## config.mk

```make
export PLATFORM = sky130hd
export DESIGN_NAME = limit_switch_homing_stepdir
export DESIGN_NICKNAME = d
export VERILOG_FILES = /design/src/limit_homing_pkg.sv /design/src/limit_switch_homing_stepdir.sv
export SDC_FILE = /design/constraint.sdc
export NUM_CORES = 1
export LEC_CHECK = 0
export ABC_AREA = 0
export BUFFER_PORTS_ARGS = -buffer_cell sky130_fd_sc_hd__buf_2
export CAP_MARGIN = 25
export CORE_AREA = 2 2 164 166
export CTS_BUF_LIST = sky130_fd_sc_hd__clkbuf_4 sky130_fd_sc_hd__clkbuf_8 sky130_fd_sc_hd__clkbuf_16
export DETAILED_ROUTE_END_ITERATION = 12
export DIE_AREA = 0 0 166 168
export HOLD_SLACK_MARGIN = 0.03
export PLACE_DENSITY = 0.76
export SLEW_MARGIN = 15
export SYNTH_ARGS = -nofsm -noshare
export SYNTH_HDL_FRONTEND = slang
export SYNTH_SLANG_ARGS = --single-unit
```

## constraint.sdc

```tcl
create_clock -name ref_clk -period 12.5 [get_ports ref_clk]
set_clock_uncertainty 0.05 [all_clocks]
set_input_delay 0 -clock ref_clk [delete_from_list [all_inputs] [get_ports ref_clk]]
set_output_delay 0 -clock ref_clk [all_outputs]
set_load 0.03 [all_outputs]
```

## src/limit_homing_pkg.sv

```systemverilog
/*
  Shared constants and carrier types for the limit-switch, homing and
  step/direction block.
  Assumes one 50 MHz system clock and a simple strobe register port.
*/
`default_nettype none
package limit_homing_pkg;
  // ==========================================================
  // Register map (byte offsets)
  localparam logic [7:0] CTRL_ADDR = 8'h00;
  localparam logic [7:0] PINCFG_ADDR = 8'h04;
  localparam logic [7:0] SPEED_ADDR = 8'h08;
  localparam logic [7:0] CMD_ADDR = 8'h0c;
  localparam logic [7:0] STATUS_ADDR = 8'h10;
  localparam logic [7:0] POS_ADDR = 8'h14;
  localparam logic [7:0] TARGET_ADDR = 8'h18;
  localparam logic [7:0] DRVCFG_ADDR = 8'h1c;
  // ==========================================================
  // Control register fields
  localparam int CTRL_PASS_BIT = 0;
  localparam int CTRL_AUTOEN_BIT = 1;
  localparam int CTRL_AUTODIR_BIT = 2;
  localparam int CTRL_DEENERG_BIT = 3;
  // Pin config: per pin 4 bits {analog, pullup, polarity, fwd/rev},
  // plus a limit enable bit per pin at 20+i
  localparam int PINCFG_ENA_BASE = 20;
  localparam int PIN_FIELD_W = 4;
  // Command register bits
  localparam int CMD_HOME_REV_BIT = 0;
  localparam int CMD_HOME_FWD_BIT = 1;
  localparam int CMD_GOTO_BIT = 2;
  localparam int CMD_CONFIRM_BIT = 3;
  // Reset values
  localparam logic [31:0] CTRL_RESET = 32'h0000_0000;
  localparam logic [31:0] SPEED_RESET = 32'h0010_0010;
  localparam logic [31:0] DRVCFG_RESET = 32'h0000_0000;
  // Limit status encoding
  localparam logic [1:0] LIM_NONE = 2'h0;
  localparam logic [1:0] LIM_FWD = 2'h1;
  localparam logic [1:0] LIM_REV = 2'h2;
  localparam logic [1:0] LIM_BOTH = 2'h3;
  // ==========================================================
  // Types
  typedef enum logic [2:0] {
    ST_IDLE = 3'b000,
    ST_MOVE = 3'b001,
    ST_SEEK = 3'b010,
    ST_BACK = 3'b011
  } motion_state_t;

  // Register port request
  typedef struct packed {
    logic [7:0] addr;
    logic [31:0] wdata;
    logic wr;
    logic rd;
  } reg_req_t;

  // Outward step/direction pins
  typedef struct packed {
    logic step;
    logic dir;
    logic oe;
  } stepdir_out_t;
endpackage
`default_nettype wire

```

## src/limit_switch_homing_stepdir.sv

```systemverilog
/*
  Limit switches, homing sequencer and step/direction routing for a
  stepper controller.
  Assumes inputs synchronous to ref_clk except the limit pins, which are
  synchronised here; pull resistors are realised by the pad ring.
*/
// The register offsets and the address-and-strobe port were decided locally.
// Behaviour
// - One driver step per step-input rising edge
// - Step and direction inputs weakly pulled low in pass-through
// - Pass-through disables limiting and position tracking
// - Driver settings still reachable in pass-through
// - Other modes drive step/direction as outputs
// - Missing supply flags error, no driving
// - Each control pin configurable forward/reverse limit
// - Forward limit blocks positive, reverse negative
// - Per-pin polarity: set means high active
// - Analog option ignored for limits
// - Any active pin activates its direction
// - Clock/data pulls selectable, serial pins pulled
// - Limit status: none, forward, reverse, both
// - Reverse homing seeks reverse, backs forward
// - Forward homing seeks forward, backs reverse
// - Homing end zeroes position, resumes normal
// - Separate approach and back-off speeds
// - Auto homing on position command when uncertain
// - Setting selects auto homing direction
// - Keep position-uncertain flag
`default_nettype none
module limit_switch_homing_stepdir #(
  parameter int NPINS = 5,
  parameter int SPEED_W = 16
) (
  // Clock and reset
  input wire logic ref_clk,
  input wire logic rstn,
  // Register port
  input wire limit_homing_pkg::reg_req_t regReq,
  output logic [31:0] regRdata,
  // External step/direction inputs (pass-through)
  input wire logic stepIn,
  input wire logic dirIn,
  // Step/direction toward driver and external pins
  output limit_homing_pkg::stepdir_out_t extStepDir,
  output logic drvStep,
  output logic drvDir,
  output logic drvEnable,
  output logic [7:0] drvCfg,
  // Input pad pulls
  output logic stepDirPullDown,
  output logic [NPINS-1:0] pinPullUp,
  // Limit pins and supply sense
  input wire logic [NPINS-1:0] ctrlPin,
  input wire logic mainSupplyOk,
  // Status
  output logic lowSupplyError,
  output logic [1:0] limitStatus,
  output logic homingActive
);
  import limit_homing_pkg::*;

  initial begin
    if (NPINS != 5 || SPEED_W < 2 || SPEED_W > 16) begin
      $error("Unsupported parameter values");
    end
  end

  // ==========================================================
  // State
  typedef struct packed {
    logic [31:0] ctrl;          // Mode and auto homing
    logic [31:0] pinCfg;        // Limit pin setup
    logic [31:0] speed;         // Toward low half, away high half
    logic [31:0] drv;           // Driver current/decay/step mode
    logic signed [31:0] pos;    // Current position
    logic signed [31:0] target; // Target position
    logic uncertain;            // Position not confirmed
    logic homeDir;              // 1 forward homing
    motion_state_t st;          // Sequencer state
    logic [SPEED_W-1:0] tick;   // Step period counter
    logic stepPulse;            // Outgoing step level
    logic stepDir;              // Outgoing direction
    logic [NPINS-1:0] sync1;    // Synchroniser first stage
    logic [NPINS-1:0] sync2;    // Synchroniser second stage
    logic [31:0] rdata;         // Read data
  } state_t;

  state_t cur_ff;
  state_t nxt_cur;

  // Decoded limit levels
  logic [NPINS-1:0] pinActive;
  logic [NPINS-1:0] pinFwd;
  logic [NPINS-1:0] pinRev;
  logic limFwd;
  logic limRev;
  logic haveFwd;
  logic haveRev;
  logic passMode;

  // ==========================================================
  // Per-pin limit decode
  genvar gi;
  generate
    for (gi = 0; gi < NPINS; gi++) begin : g_pin
      // Polarity bit picks active level; analog bit is not read
      assign pinActive[gi] = ~(cur_ff.sync2[gi] ^
        cur_ff.pinCfg[gi*PIN_FIELD_W+1]);
      assign pinFwd[gi] = cur_ff.pinCfg[PINCFG_ENA_BASE+gi] &
        cur_ff.pinCfg[gi*PIN_FIELD_W];
      assign pinRev[gi] = cur_ff.pinCfg[PINCFG_ENA_BASE+gi] &
        ~cur_ff.pinCfg[gi*PIN_FIELD_W];
      // Pins 0,1 are clock/data: selectable; 2,3 serial: always on
      if (gi < 2) begin : g_sel
        assign pinPullUp[gi] = cur_ff.pinCfg[gi*PIN_FIELD_W+2];
      end else if (gi < 4) begin : g_fix
        assign pinPullUp[gi] = 1'b1;
      end else begin : g_none
        assign pinPullUp[gi] = 1'b0;
      end
    end
  endgenerate

  // Any assigned pin active makes its direction active
  assign limFwd = |(pinActive & pinFwd);
  assign limRev = |(pinActive & pinRev);
  assign haveFwd = |pinFwd;
  assign haveRev = |pinRev;
  assign passMode = cur_ff.ctrl[CTRL_PASS_BIT];

  // ==========================================================
  // Next-state logic
  always_comb begin
    logic moveFwd;
    logic [SPEED_W-1:0] period;
    logic stepNow;
    moveFwd = 1'b0;
    period = '0;
    stepNow = 1'b0;
    nxt_cur = cur_ff;
    nxt_cur.sync1 = ctrlPin;
    nxt_cur.sync2 = cur_ff.sync1;
    nxt_cur.rdata = '0;

    // Register writes
    if (regReq.wr) begin
      unique case (regReq.addr)
        CTRL_ADDR: nxt_cur.ctrl = regReq.wdata;
        PINCFG_ADDR: nxt_cur.pinCfg = regReq.wdata;
        SPEED_ADDR: nxt_cur.speed = regReq.wdata;
        DRVCFG_ADDR: nxt_cur.drv = regReq.wdata;
        TARGET_ADDR: nxt_cur.target = regReq.wdata;
        default: ;
      endcase
    end

    // Register reads, answer next cycle
    if (regReq.rd) begin
      unique case (regReq.addr)
        CTRL_ADDR: nxt_cur.rdata = cur_ff.ctrl;
        PINCFG_ADDR: nxt_cur.rdata = cur_ff.pinCfg;
        SPEED_ADDR: nxt_cur.rdata = cur_ff.speed;
        DRVCFG_ADDR: nxt_cur.rdata = cur_ff.drv;
        TARGET_ADDR: nxt_cur.rdata = cur_ff.target;
        POS_ADDR: nxt_cur.rdata = cur_ff.pos;
        STATUS_ADDR: nxt_cur.rdata = {25'h0, cur_ff.st, cur_ff.uncertain,
          ~mainSupplyOk, limitStatus};
        default: nxt_cur.rdata = '0;
      endcase
    end

    // Confirm position externally
    if (regReq.wr && regReq.addr == CMD_ADDR &&
        regReq.wdata[CMD_CONFIRM_BIT]) begin
      nxt_cur.uncertain = 1'b0;
    end

    // Step timing: toward speed while seeking, away speed backing off
    period = (cur_ff.st == ST_BACK) ? cur_ff.speed[16+:SPEED_W]
                                    : cur_ff.speed[0+:SPEED_W];
    nxt_cur.stepPulse = 1'b0;
    if (cur_ff.tick >= period) begin
      nxt_cur.tick = '0;
      stepNow = (period != '0);
    end else begin
      nxt_cur.tick = cur_ff.tick + 1'b1;
    end

    // Sequencer
    unique case (cur_ff.st)
      ST_IDLE: begin
        nxt_cur.tick = '0;
        if (regReq.wr && regReq.addr == CMD_ADDR && !passMode) begin
          if (regReq.wdata[CMD_HOME_REV_BIT] && haveRev) begin
            nxt_cur.st = ST_SEEK;
            nxt_cur.homeDir = 1'b0;
          end else if (regReq.wdata[CMD_HOME_FWD_BIT] && haveFwd) begin
            nxt_cur.st = ST_SEEK;
            nxt_cur.homeDir = 1'b1;
          end else if (regReq.wdata[CMD_GOTO_BIT]) begin
            // Uncertain position with auto homing: home first
            if (cur_ff.uncertain && cur_ff.ctrl[CTRL_AUTOEN_BIT] &&
                (cur_ff.ctrl[CTRL_AUTODIR_BIT] ? haveFwd : haveRev)) begin
              nxt_cur.st = ST_SEEK;
              nxt_cur.homeDir = cur_ff.ctrl[CTRL_AUTODIR_BIT];
            end else begin
              nxt_cur.st = ST_MOVE;
            end
          end
        end
      end
      ST_MOVE: begin
        moveFwd = (cur_ff.target > cur_ff.pos);
        if (cur_ff.target == cur_ff.pos ||
            (moveFwd && limFwd) || (!moveFwd && limRev)) begin
          nxt_cur.st = ST_IDLE;
        end else if (stepNow) begin
          nxt_cur.stepPulse = 1'b1;
          nxt_cur.stepDir = moveFwd;
          nxt_cur.pos = moveFwd ? cur_ff.pos + 32'sd1
                                : cur_ff.pos - 32'sd1;
        end
      end
      ST_SEEK: begin
        // Travel toward the homing limit until it asserts
        if (cur_ff.homeDir ? limFwd : limRev) begin
          nxt_cur.st = ST_BACK;
          nxt_cur.tick = '0;
        end else if (stepNow) begin
          nxt_cur.stepPulse = 1'b1;
          nxt_cur.stepDir = cur_ff.homeDir;
        end
      end
      ST_BACK: begin
        // Back away until the limit releases, then zero
        if (!(cur_ff.homeDir ? limFwd : limRev)) begin
          nxt_cur.st = ST_IDLE;
          nxt_cur.pos = '0;
          nxt_cur.target = '0;
          nxt_cur.uncertain = 1'b0;
        end else if (stepNow) begin
          nxt_cur.stepPulse = 1'b1;
          nxt_cur.stepDir = ~cur_ff.homeDir;
        end
      end
      default: nxt_cur.st = ST_IDLE;
    endcase

    // Pass-through or missing supply stops internal motion
    if (passMode || !mainSupplyOk) begin
      nxt_cur.st = ST_IDLE;
      nxt_cur.stepPulse = 1'b0;
    end
    // Losing supply makes the position uncertain
    if (!mainSupplyOk) begin
      nxt_cur.uncertain = 1'b1;
    end
  end

  // ==========================================================
  // State register
  always_ff @(posedge ref_clk or negedge rstn) begin
    if (!rstn) begin
      cur_ff <= '{ctrl: CTRL_RESET, pinCfg: 32'h0, speed: SPEED_RESET,
        drv: DRVCFG_RESET, pos: 32'sh0, target: 32'sh0, uncertain: 1'b1,
        homeDir: 1'b0, st: ST_IDLE, tick: '0, stepPulse: 1'b0,
        stepDir: 1'b0, sync1: '0, sync2: '0, rdata: 32'h0};
    end else begin
      cur_ff <= nxt_cur;
    end
  end

  // ==========================================================
  // Outputs
  // Pass-through routes pins straight to the driver's edge input
  assign drvStep = passMode ? stepIn : 1'b0;
  assign drvDir = passMode ? dirIn : 1'b0;
  assign stepDirPullDown = passMode;
  assign extStepDir.step = cur_ff.stepPulse;
  assign extStepDir.dir = cur_ff.stepDir;
  assign extStepDir.oe = ~passMode & mainSupplyOk;
  assign drvEnable = mainSupplyOk & ~cur_ff.ctrl[CTRL_DEENERG_BIT];
  assign drvCfg = cur_ff.drv[7:0];
  assign lowSupplyError = ~mainSupplyOk;
  assign limitStatus = {limRev, limFwd};
  assign homingActive = (cur_ff.st == ST_SEEK) || (cur_ff.st == ST_BACK);
  assign regRdata = cur_ff.rdata;
endmodule
`default_nettype wire

```

==> results.tsv, run 1 <==
stage	metric	value	unit
power_and_ir_drop	Sw Share	0.302	
setup_path	required time of the critical path	12.87	ns
synth	Synth Cell Area	0.0141	mm2
timing	final setup vio count	0	
power_and_ir_drop	peak supply drop	0.104	mV
setup_path	CP Launch Type	flop	
global_routing	first-pass GRT wire length	64500	um
timing	slew margin rel.	0.418	
power_and_ir_drop	Net Sw Power	0.649	mW
setup_path	Reg2Reg Setup Slack	7.15	ns
power_and_ir_drop	Comb power frac	0.208	
place	Post-DP HPWL	27800	um
place	port bufs	104	
clock_network	clock buffer depth	3	
global_routing	initial antenna violation count	3	
global_routing	GRT Util Overall	0.295	
synth	sequential element share of the synthesized area	0.455	
route	1st-iter DRT viols	1154	
synth	most common cell in the netlist	dfrtp_1	
synth	FFs w/ async S/R, synth	1.00	
setup_path	kind of critical path	flop to flop	
floorplan	count of boundary I/O pins	108	
clock_network	Post-CTS Setup Inserts	0	
global_routing	largest net degree at the start of global routing	104	
clock_network	clk root buf	clkbuf_16	
route	DRT Wirelength	42000	um
power_and_ir_drop	PD cells	134	mW/mm2
place	final RePlAce weighted congestion	0.934	
setup_path	Setup crit end kind	flop	
clock_network	H-tree lvl count	1	
run_status	outcome	complete, no violations	
power_and_ir_drop	Cell Int Power	1.50	mW
route	router iterations before antenna repair	8	
synth	Cells after Synth	1332	
synth	Synth Register Bits	256	
timing	period utilization	0.428	
setup_path	worst-path maximum fanout	38	
power_and_ir_drop	Clk network pwr share	0.382	
power_and_ir_drop	static leakage	7.66	nW
clock_network	CTS tree	built	
timing	fin crit period	5.35	ns
power_and_ir_drop	Seq pwr share	0.410	
route	vias per std cell	6.34	
global_routing	vias in the first global route	11300	
timing	final hold vios	0	
timing	Max Fclk	0.187	GHz
global_routing	total grt overflow	0	
floorplan	row count	60	
cells_and_area	antenna diode count	0	
timing	pin slew with the least headroom to its limit	0.871	ns
synth	synth cell count leaders	dfrtp_1 (253), mux2_2 (127), nand2_1 (111)	
power_and_ir_drop	Power, Total	2.15	mW
route	ANT nets after route	0	
hold_path	Hold Path Class	input pin to async pin	
synth	average size of a mapped cell	10.6	um2
synth	Post-synth EDFFs	0	
cells_and_area	Final nets	1566	
floorplan	DIE AREA	0.0279	mm2
route	DRC Markers	0	
timing	max-slew violations	0	
cells_and_area	synthesis-to-finish area growth	14.0	%
synth	post-synthesis cell type count	81	
floorplan	Die Ht	168	um
job	Max Cap Viol	0	
clock_network	Num Clock Sinks	256	
clock_network	CTS clk-pin slew, worst paths	0.06	ns
synth	top_reg_cell synth	dfrtp_1	
route	DR WL/cell	23.5	um
clock_network	CTS Buf Count	29	
timing	setup TNS	0	ns
floorplan	Die X-Extent	166	um
cells_and_area	fillers	2054	
timing	WHS	0.0299	ns
synth	area leader, netlist	dfrtp_1	
floorplan	Initial Utilization	0.535	
route	vias	11300	
floorplan	core region area	0.0264	mm2
synth	synth top area cells	dfrtp_1 (45%), mux2_2 (10%), ha_1 (7.6%), a22oi_1 (4.9%), a21oi_1 (3.0%)	
synth	Yosys top cell area share	0.449	
setup_path	Crit path arrival time	5.72	ns
cells_and_area	layout cell share with drive strength beyond 1	0.232	
clock_network	clock latency at the later pin of the worst-skew pair	0.56	ns
timing	unrepaired setup endpoints after global routing	false	
synth	Syn. warnings	0	
-- worst max-delay path: stages (launching register included) --
cell and delay, ns:
dfrtp_1 0.37, inv_1 0.07, ha_1 0.36, and4_4 0.27
and4_1 0.26, and4bb_1 0.24, o22ai_1 0.11, o211a_2 0.16
nor3b_1 0.45, inv_1 0.08, buf_4 0.30, ha_1 0.43
o211ai_1 0.14, o211ai_1 0.33, a21oi_1 0.20, o21bai_2 0.33
a2111oi_2 0.14, o41ai_1 0.52, xnor2_1 0.18, nor3_1 0.06
o21bai_1 0.16
-- path summary, 6_finish.rpt --
path | to | cells past startpoint | start
min in group ref_clk | cur_ff[41]$_DFF_PN0_ | 2 | ctrlPin[4]
setup / recovery | cur_ff[118]$_DFFE_PN0P_ | 20 | cur_ff[128]$_DFFE_PN0P_
max in group asynchronous | cur_ff[175]$_DFFE_PN0P_ | 4 | rstn
hold / removal | regRdata[30]$_DFF_PN0_ | 2 | rstn
setup reg to reg | cur_ff[118]$_DFFE_PN0P_ | 20 | cur_ff[128]$_DFFE_PN0P_
hold reg to reg | cur_ff[34]$_DFF_PN0_ | 0 | cur_ff[39]$_DFF_PN0_
-- cell usage in the layout, fill, tap and decap left out, types with 6 or more instances in the layout --
| cell type | instances |
|---|---|
| mux2_2 | 127 |
| nor4_1 | 7 |
| nand4_1 | 14 |
| nor2_2 | 7 |
| o21bai_1 | 17 |
| clkbuf_16 | 29 |
| nor2_1 | 41 |
| dfrtp_1 | 253 |
| a22oi_1 | 92 |
| clkbuf_8 | 7 |
| o21ai_1 | 6 |
| buf_2 | 103 |
| and3_1 | 11 |
| nand3_1 | 36 |
| xor2_1 | 25 |
| nand2_1 | 111 |
| nand2b_1 | 6 |
| nor2b_1 | 8 |
| a21oi_1 | 84 |
| clkinvlp_4 | 6 |
| ha_1 | 86 |
| o211ai_1 | 6 |
| o21a_1 | 6 |
| inv_1 | 53 |
| dlygate4sd3_1 | 45 |
| xnor2_1 | 20 |
| buf_4 | 19 |
| a31oi_1 | 35 |
| mux2i_1 | 19 |
| o21ai_0 | 27 |
| a21o_1 | 16 |
| nor3_1 | 27 |
-- metal layers --
| layer | GRT usage | vias to the layer above | part of all wire |
|---|---|---|---|
| li1 | - | 5049 | - |
| met1 | 0.383 | 5560 | 0.40 |
| met2 | 0.460 | 590 | 0.45 |
| met3 | 0.0792 | 142 | 0.096 |
| met4 | 0.142 | 2 | 0.047 |
| met5 | 0 | - | 0.00040 |
-- metrics by stage --
stage | instance area, um2 | setup slack [ns] | cells | utilization
finish | 16100 | 7.15 | 1789 | 0.610
global route | 16100 | 6.91 | 1789 | 0.610
CTS | 16000 | 7.21 | 1786 | 0.607
global placement | 14600 | 7.21 | 1689 | 0.554
detailed placement | 14600 | 7.24 | 1689 | 0.554
floorplan | 14100 | 7.81 | 1333 | -
-- kinds of logic after synthesis --
group           share of synthesized area
simple gates                       0.0991
fa+ha+maj                          0.0778
mux                                 0.117
compound gates                      0.165
flops                               0.455
other cells                      0.000533
xor+xnor                           0.0280
buf+inv                            0.0583
-- registers in the layout, summed over array words and instances (netlist names) --
register,count
cur_ff,211
regRdata,32
drvCfg,8
extStepDir,2
pinPullUp,2
stepDirPullDown,1
-- timing repair --
| action | 4_1_cts | 5_1_grt |
|---|---|---|
| hold buffers | 45 | 0 |
| hold endpoints to repair | 273 | 0 |
| gates resized for setup | 0 | 0 |
-- area by class of cell --
type	instances	area, um2	share of cell area
clock buffer	40	852	0.0530
timing repair buffer	171	1210	0.0751
clock inverter	12	78.8	0.00491
tap	341	427	0.0265
inverter	53	199	0.0124
sequential	256	6410	0.399
multi-input combinational	916	6900	0.429
-- power groups by stage --
| stage | combinational, mW | sequential (mW) | clock (mW) |
|---|---|---|---|
| 2_1_floorplan | 0.309 | 0.885 | 0 |
| 3_3_place_gp | 0.417 | 0.894 | 0 |
| 3_5_place_dp | 0.424 | 0.895 | 0 |
| 4_1_cts | 0.438 | 0.880 | 0.829 |
| 5_1_grt | 0.492 | 0.884 | 0.865 |
| 6_report | 0.448 | 0.882 | 0.823 |
Power figures use the tool's default switching activity.
==> inputs of run 2 (changes only) <==
--- a/config.mk
+++ b/config.mk
@@ -5,13 +5,13 @@
 export SDC_FILE = /design/constraint.sdc
 export NUM_CORES = 1
 export LEC_CHECK = 0
-export ABC_AREA = 0
+export ABC_AREA = 1
 export BUFFER_PORTS_ARGS = -buffer_cell sky130_fd_sc_hd__buf_2
 export CAP_MARGIN = 25
-export CORE_AREA = 2 2 164 166
+export CORE_AREA = 2 2 167 169
 export CTS_BUF_LIST = sky130_fd_sc_hd__clkbuf_4 sky130_fd_sc_hd__clkbuf_8 sky130_fd_sc_hd__clkbuf_16
 export DETAILED_ROUTE_END_ITERATION = 12
-export DIE_AREA = 0 0 166 168
+export DIE_AREA = 0 0 169 171
 export HOLD_SLACK_MARGIN = 0.03
 export PLACE_DENSITY = 0.76
 export SLEW_MARGIN = 15
==> constraint.sdc (replaced) <==
create_clock -name ref_clk -period 5.3 [get_ports ref_clk]
set_clock_uncertainty 0.05 [all_clocks]
set_input_delay 0 -clock ref_clk [delete_from_list [all_inputs] [get_ports ref_clk]]
set_output_delay 0 -clock ref_clk [all_outputs]
set_load 0.03 [all_outputs]
==> run 2 against run 1 <==
Global-route usage is 2.4 points higher. Critical path depth is 7 higher. Die area is 3.6% higher. Total power grew to 3.8 times the previous value. Core utilization is 0.90 points higher. Flip-flop and latch count stayed put. Final area is 5.2% higher. Register-to-register slack worse by 6.4 ns. Area after synthesis is 4.3% higher. Synthesized cell count is 38% higher. First-iteration DRC count is 28% higher. Combinational power grew to 8.4 times the previous value.
==> results.tsv, run 2 <==
stage	metric	value	unit	change
setup_path	Setup crit end kind	flop		unchanged
clock_network	clock buffer depth	3		unchanged
global_routing	GRT Util Overall	0.319		was 0.295
setup_path	slowest CP cell	ha_1		was o41ai_1
synth	Cells after Synth	1832		was 1,332
floorplan	Die X-Extent	169	um	was 166 um
synth	Post-synth EDFFs	0		unchanged
global_routing	first-pass GRT wire length	72100	um	was 64,500 um
cells_and_area	storage element area	0.00641	mm2	unchanged
cells_and_area	most common cell after layout, fill and taps aside	nand2_1		was dfrtp_1
clock_network	CTS Buf Count	28		was 29
timing	pin slew with the least headroom to its limit	1.04	ns	was 0.871 ns
cells_and_area	Largest register FFs	211		unchanged
run_status	outcome	complete, no violations		unchanged
route	DRC Markers	0		unchanged
route	DRT Wirelength	45600	um	was 42,000 um
synth	Yosys top cell area share	0.431		was 0.449
synth	post-synthesis cell type count	55		was 81
timing	period utilization	0.850		was 0.428
setup_path	Top delay family on crit path	simple AND/OR/NAND/NOR gates		was compound AO/OA/AOI/OAI gates
synth	sequential element share of the synthesized area	0.436		was 0.455
clock_network	H-tree lvl count	1		unchanged
global_routing	vias in the first global route	13400		was 11.3k
clock_network	clk root buf	clkbuf_16		unchanged
floorplan	DIE AREA	0.0289	mm2	was 0.0279 mm2
synth	Synth Register Bits	256		unchanged
job	Max Cap Viol	0		unchanged
synth	top_reg_cell synth	dfrtp_1		unchanged
global_routing	total grt overflow	0		unchanged
clock_network	Num Clock Sinks	256		unchanged
cells_and_area	antenna diode count	0		unchanged
cells_and_area	synthesis-to-finish area growth	15.1	%	was 14.0%
timing	setup TNS	0	ns	unchanged
route	vias	13600		was 11.3k
global_routing	largest net degree at the start of global routing	132		was 104
place	port bufs	104		unchanged
floorplan	Die Ht	171	um	was 168 um
floorplan	row count	61		was 60
route	DR WL/cell	19.8	um	was 23.5 um
synth	synth cell count leaders	nand2_1 (446), dfrtp_1 (253), inv_1 (173)		was dfrtp_1 (253), mux2_2 (127), nand2_1 (111)
place	final RePlAce weighted congestion	0.948		was 0.934
timing	WHS	0.0471	ns	was 0.0299 ns
cells_and_area	footprint of the multi-input gates	0.00695	mm2	was 0.00690 mm2
clock_network	clock latency at the later pin of the worst-skew pair	0.58	ns	was 0.56 ns
route	router iterations before antenna repair	6		was 8
timing	slew margin rel.	0.307		was 0.418
hold_path	Hold Path Class	input pin to async pin		unchanged
place	Post-DP HPWL	31300	um	was 27,800 um
synth	area leader, netlist	dfrtp_1		unchanged
cells_and_area	Finished Core Util	0.619		was 0.610
route	1st-iter DRT viols	1474		was 1,154
cells_and_area	layout cell share with drive strength beyond 1	0.119		was 0.232
timing	final hold vios	0		unchanged
timing	final setup vio count	0		unchanged
floorplan	Initial Utilization	0.538		was 0.535
timing	unrepaired setup endpoints after global routing	false		unchanged
power_and_ir_drop	peak supply drop	0.332	mV	was 0.104 mV
cells_and_area	most frequent cells in the layout	nand2_1 (441), dfrtp_1 (253), inv_1 (173)		was dfrtp_1 (253), mux2_2 (127), nand2_1 (111)
setup_path	worst-path maximum fanout	20		was 38
synth	FFs w/ async S/R, synth	1.00		unchanged
cells_and_area	Final nets	2074		was 1,566
power_and_ir_drop	PD cells	485	mW/mm2	was 134 mW/mm2
setup_path	WP buf/inv	4		was 3
place	DP Area	0.0152	mm2	was 0.0146 mm2
clock_network	CTS tree	built		unchanged
floorplan	count of boundary I/O pins	108		unchanged
timing	Max Fclk	0.222	GHz	was 0.187 GHz
route	vias per std cell	5.92		was 6.34
setup_path	slowest stage delay, CP	0.46	ns	was 0.52 ns
power_and_ir_drop	static leakage	8.15	nW	was 7.66 nW
setup_path	Crit path arrival time	4.85	ns	was 5.72 ns
synth	synth top area cells	dfrtp_1 (43%), nand2_1 (11%), ha_1 (7.3%), o21ai_0 (5.9%), inv_1 (4.4%)		was dfrtp_1 (45%), mux2_2 (10%), ha_1 (7.6%), a22oi_1 (4.9%), a21oi_1 (3.0%)
setup_path	CP Launch Type	flop		unchanged
synth	Syn. warnings	0		unchanged
synth	most common cell in the netlist	nand2_1		was dfrtp_1
timing	fin crit period	4.50	ns	was 5.35 ns
place	pre-CTS setup slack	0.567	ns	was 7.24 ns
synth	Synth Cell Area	0.0147	mm2	was 0.0141 mm2
route	ANT nets after route	0		unchanged
synth	average size of a mapped cell	8.02	um2	was 10.6 um2
cells_and_area	register with the most flip-flops	cur_ff		unchanged
setup_path	most numerous cell on the critical path	nand2_1		
cells_and_area	fillers	2368		was 2,054
global_routing	initial antenna violation count	0		was 3
setup_path	required time of the critical path	5.65	ns	was 12.87 ns
setup_path	kind of critical path	flop to flop		unchanged
timing	max-slew violations	0		unchanged
timing	PnR worst setup slack	0.797	ns	was 7.15 ns
cells_and_area	design area	0.0169	mm2	was 0.0161 mm2
floorplan	core region area	0.0273	mm2	was 0.0264 mm2
clock_network	CTS clk-pin slew, worst paths	0.06	ns	about the same
## run 2: cell count changes after synthesis, sizes merged, moves of 34 or more
cell | before | now
nand2 | 112 | 459
nor2 | 48 | 168
a21oi | 84 | 118
nand3 | 37 | 71
a22oi | 92 | 1
o21ai | 35 | 199
inv | 53 | 177
mux2 | 129 | 0
## run 2: per-layer routing
layer,vias up,track usage,routed length (um)
li1,6265,-,-
met1,6511,0.421,18300
met2,706,0.514,21000
met3,146,0.0687,4430
met4,0,0.129,1850
met5,-,0,0
## run 2: power by group
| group | internal [mW] | switching (mW) | leakage, nW |
|---|---|---|---|
| clock | 1.32 | 0.847 | 0.505 |
| combinational | 1.31 | 2.44 | 4.17 |
| sequential | 2.13 | 0.151 | 3.48 |
| total | 4.76 | 3.44 | 8.15 |
## run 2: kinds of logic after synthesis
| logic type | after synthesis | synth area share |
|---|---|---|
| xor gates and xnor gates | 27 | 0.0161 |
| AOI/OAI and AO/OA | 418 | 0.169 |
| DFF | 256 | 0.436 |
| muxes | 5 | 0.00451 |
| adders and majority gates | 87 | 0.0746 |
| buffers and inverters | 297 | 0.0937 |
| and+or+nand+nor | 740 | 0.205 |
| other | 2 | 0.000511 |
## run 2: final timing paths
path	from	end	slack [ns]	cells past startpoint
max	cur_ff[110]$_DFFE_PN0P_	cur_ff[123]$_DFFE_PN0P_	0.80	27
min	rstn	cur_ff[104]$_DFFE_PN0P_	0.05	2
max reg2reg	cur_ff[110]$_DFFE_PN0P_	cur_ff[123]$_DFFE_PN0P_	0.80	27
min reg2reg	cur_ff[37]$_DFF_PN0_	cur_ff[32]$_DFF_PN0_	0.30	0
max in group asynchronous	rstn	regRdata[22]$_DFF_PN0_	3.84	3
min in group ref_clk	regReq[35]	regRdata[11]$_DFF_PN0_	0.08	6
## run 2: repair_timing
item / 4_1_cts / 5_1_grt
hold buffers: 66 / 0
buffers inserted: 0 / 0
gates resized for setup: 0 / 1
hold endpoints to repair: 301 / 0
endpoints found under the setup margin: 0 / 1
## run 2: through the flow
step	power, mW	instances
2_1_floorplan	5.03	1833
3_3_place_gp	5.89	2182
3_5_place_dp	5.95	2185
4_1_cts	8.17	2302
5_1_grt	8.82	2302
6_report	8.20	2302
## run 2: area by class of cell
| class | instances | share of cell area |
|---|---|---|
| multi-input cells | 1280 | 0.411 |
| flip-flops and latches | 256 | 0.379 |
| repair buffers | 191 | 0.0832 |
| clock buffers | 33 | 0.0448 |
| inverters | 178 | 0.0395 |
| well taps | 346 | 0.0256 |
| clock inverters | 18 | 0.0168 |
==> inputs of run 3 (changes only) <==
==> constraint.sdc (replaced) <==
create_clock -name ref_clk -period 4.4 [get_ports ref_clk]
set_clock_uncertainty 0.05 [all_clocks]
set_input_delay 0 -clock ref_clk [delete_from_list [all_inputs] [get_ports ref_clk]]
set_output_delay 0 -clock ref_clk [all_outputs]
set_load 0.03 [all_outputs]
==> run 3 against run 2 <==
Sequential power is 21% higher. Routed wire length is 0.42% higher. Critical endpoint is now cur_ff[114]$_DFFE_PN0P_. Final area is 0.47% lower. Cell count stayed put. Die area stayed put. Highest routed layer unchanged. Register-to-register slack worse by 0.51 ns. Via count is 0.39% lower.
==> results.tsv, run 3 (synthesized netlist as in run 2, its figures left out) <==
stage	metric	value	unit	change
run_status	outcome	complete, no violations		unchanged
hold_path	hold path startpoint	ctrlPin[0]		
floorplan	row count	61		unchanged
place	final RePlAce weighted congestion	0.980		was 0.948
global_routing	first-pass GRT wire length	71600	um	was 72,100 um
setup_path	CP startpoint	cur_ff[112]$_DFFE_PN0P_		was cur_ff[110]$_DFFE_PN0P_
clock_network	Num Clock Sinks	256		unchanged
setup_path	reg-to-reg endpoint	cur_ff[114]$_DFFE_PN0P_		was cur_ff[123]$_DFFE_PN0P_
timing	final hold vios	0		unchanged
setup_path	Reg2Reg Launch Point	cur_ff[112]$_DFFE_PN0P_		was cur_ff[110]$_DFFE_PN0P_
power_and_ir_drop	Net Sw Power	4.19	mW	was 3.44 mW
cells_and_area	layout cell share with drive strength beyond 1	0.126		was 0.119
power_and_ir_drop	peak supply drop	0.274	mV	was 0.332 mV
clock_network	H-tree lvl count	1		unchanged
timing	final setup vio count	0		unchanged
route	DR WL/cell	19.9	um	was 19.8 um
cells_and_area	fillers	2326		was 2,368
floorplan	Die Ht	171	um	unchanged
timing	pin slew with the least headroom to its limit	1.12	ns	was 1.04 ns
timing	slew margin rel.	0.252		was 0.307
hold_path	Hold Path End	cur_ff[37]$_DFF_PN0_		
cells_and_area	footprint of the multi-input gates	0.00695	mm2	about the same
clock_network	CTS tree	built		unchanged
cells_and_area	Largest register FFs	211		unchanged
job	Max Cap Viol	0		unchanged
timing	unrepaired setup endpoints after global routing	false		unchanged
global_routing	vias in the first global route	13100		was 13.4k
route	ANT nets after route	0		unchanged
timing	setup TNS	0	ns	unchanged
setup_path	reg2reg path depth	26		was 27
cells_and_area	most common cell after layout, fill and taps aside	nand2_1		unchanged
clock_network	clk root buf	clkbuf_16		unchanged
global_routing	total grt overflow	0		unchanged
setup_path	most numerous cell on the critical path	nand2_1		unchanged
setup_path	WP buf/inv	4		unchanged
cells_and_area	Final nets	2073		was 2,074
cells_and_area	most frequent cells in the layout	nand2_1 (442), dfrtp_1 (253), inv_1 (173)		was nand2_1 (441), dfrtp_1 (253), inv_1 (173)
cells_and_area	antenna diode count	0		unchanged
clock_network	CTS Buf Count	28		unchanged
place	Cells after DPL	2195		was 2,185
global_routing	GRT Util Overall	0.317		was 0.319
clock_network	clock buffer depth	3		unchanged
route	vias	13600		about the same
power_and_ir_drop	Clk network pwr share	0.251		was 0.265
setup_path	required time of the critical path	4.82	ns	was 5.65 ns
route	DRC Markers	0		unchanged
setup_path	slowest CP cell	dfrtp_1		was ha_1
setup_path	slowest stage delay, CP	0.39	ns	was 0.46 ns
floorplan	core region area	0.0273	mm2	unchanged
power_and_ir_drop	static leakage	8.16	nW	was 8.15 nW
floorplan	Die X-Extent	169	um	unchanged
cells_and_area	Post-Layout Cell Count	2302		unchanged
power_and_ir_drop	Cell Int Power	5.76	mW	was 4.76 mW
hold_path	hold path depth	2		
setup_path	Reg2Reg Setup Slack	0.29	ns	was 0.80 ns
clock_network	clock latency at the later pin of the worst-skew pair	0.55	ns	was 0.58 ns
power_and_ir_drop	Comb power frac	0.473		was 0.457
place	Post-DP HPWL	32000	um	was 31,300 um
hold_path	Hold Path Class	input pin to flop		was input pin to async pin
timing	Max Fclk	0.243	GHz	was 0.222 GHz
setup_path	worst-path maximum fanout	17		was 20
route	DRT Wirelength	45800	um	was 45,600 um
power_and_ir_drop	Sw Share	0.421		was 0.419
timing	WHS	0.0396	ns	was 0.0471 ns
floorplan	DIE AREA	0.0289	mm2	unchanged
cells_and_area	register with the most flip-flops	cur_ff		unchanged
place	port bufs	104		unchanged
floorplan	Initial Utilization	0.538		unchanged
floorplan	count of boundary I/O pins	108		unchanged
cells_and_area	storage element area	0.00641	mm2	unchanged
setup_path	Setup crit end kind	flop		unchanged
global_routing	initial antenna violation count	0		unchanged
cells_and_area	synthesis-to-finish area growth	14.5	%	was 15.1%
setup_path	Top delay family on crit path	simple AND/OR/NAND/NOR gates		unchanged
clock_network	CTS clk-pin slew, worst paths	0.06	ns	about the same
setup_path	kind of critical path	flop to flop		unchanged
global_routing	largest net degree at the start of global routing	140		was 132
timing	fin crit period	4.11	ns	was 4.50 ns
power_and_ir_drop	Seq pwr share	0.276		was 0.278
cells_and_area	Finished Core Util	0.616		was 0.619
timing	max-slew violations	0		unchanged
power_and_ir_drop	PD cells	591	mW/mm2	was 485 mW/mm2
timing	period utilization	0.934		was 0.850
setup_path	CP Launch Type	flop		unchanged
setup_path	Crit path arrival time	4.53	ns	was 4.85 ns
route	vias per std cell	5.90		was 5.92
route	1st-iter DRT viols	1529		was 1,474
route	router iterations before antenna repair	5		was 6
==> run 3: cell types whose count changed in the layout (fill, tap and decap cells not counted), moves of 2 or more <==
cell | before | now
nor2_1 | 162 | 160
buf_4 | 17 | 26
buf_12 | 3 | 6
dlygate4sd3_1 | 66 | 54
clkinv_2 | 5 | 3
inv_6 | 2 | 0
clkbuf_4 | 2 | 10
nor2_2 | 5 | 7
bufinv_16 | 6 | 3
==> run 3: area by class of cell <==
| class | count | share of cell area |
|---|---|---|
| multi-input combinational | 1280 | 0.413 |
| sequential | 256 | 0.381 |
| timing repair buffer | 190 | 0.0824 |
| clock buffer | 42 | 0.0500 |
| inverter | 178 | 0.0397 |
| tap | 346 | 0.0257 |
| clock inverter | 10 | 0.00810 |
==> run 3: timing repair <==
| item | 4_1_cts | 5_1_grt |
|---|---|---|
| hold buffers | 54 | 0 |
| setup buffers | 0 | 0 |
| setup endpoints to repair | 0 | 5 |
| gates resized for setup | 0 | 4 |
| endpoints found under the hold margin | 308 | 0 |
==> run 3: power by group through the flow <==
stage	combinational, mW	clock (mW)	sequential [mW]
after floorplan	3.33	0	2.72
after CTS	4.63	2.51	2.75
after global routing	5.31	2.61	2.77
after detailed placement	4.56	0	2.79
final	4.70	2.50	2.75
after global placement	4.53	0	2.78
==> run 3: how the worst max path moves through the flow <==
stage                               to  slack (ns)  depth (start not counted)
5_1_grt        cur_ff[126]$_DFFE_PN0P_       0.002                         27
6_report       cur_ff[114]$_DFFE_PN0P_        0.29                         26
2_1_floorplan  cur_ff[116]$_DFFE_PN0P_        0.31                         24
3_3_place_gp   cur_ff[123]$_DFFE_PN0P_        0.42                         31
3_5_place_dp   cur_ff[122]$_DFFE_PN0P_        0.36                         26
4_1_cts        cur_ff[114]$_DFFE_PN0P_        0.33                         30
==> run 3: worst reg2reg max path: cells and delay by family (launching register included) <==
family | cells | cell delay, ns
flops | 1 | 0.39
simple gates | 14 | 1.39
compound gates | 6 | 0.99
fa+ha+maj | 2 | 0.62
buf+inv | 4 | 0.60
==> run 3: metrics by stage <==
stage / power, mW / area (um2) / setup slack [ns]
after CTS: 9.88 / 16800 / 0.333
after detailed placement: 7.35 / 15300 / 0.356
final: 9.95 / 16800 / 0.290
after global placement: 7.31 / 15200 / 0.422
after floorplan: 6.06 / 14700 / 0.312
after global routing: 10.7 / 16800 / 0.00206
==> run 3: layer usage <==
layer / track usage / up-vias / wire length [um]
li1: - / 6272 / -
met1: 0.436 / 6419 / 18900
met2: 0.508 / 751 / 20800
met3: 0.0509 / 133 / 4330
met4: 0.123 / 0 / 1760
met5: 0 / - / 0
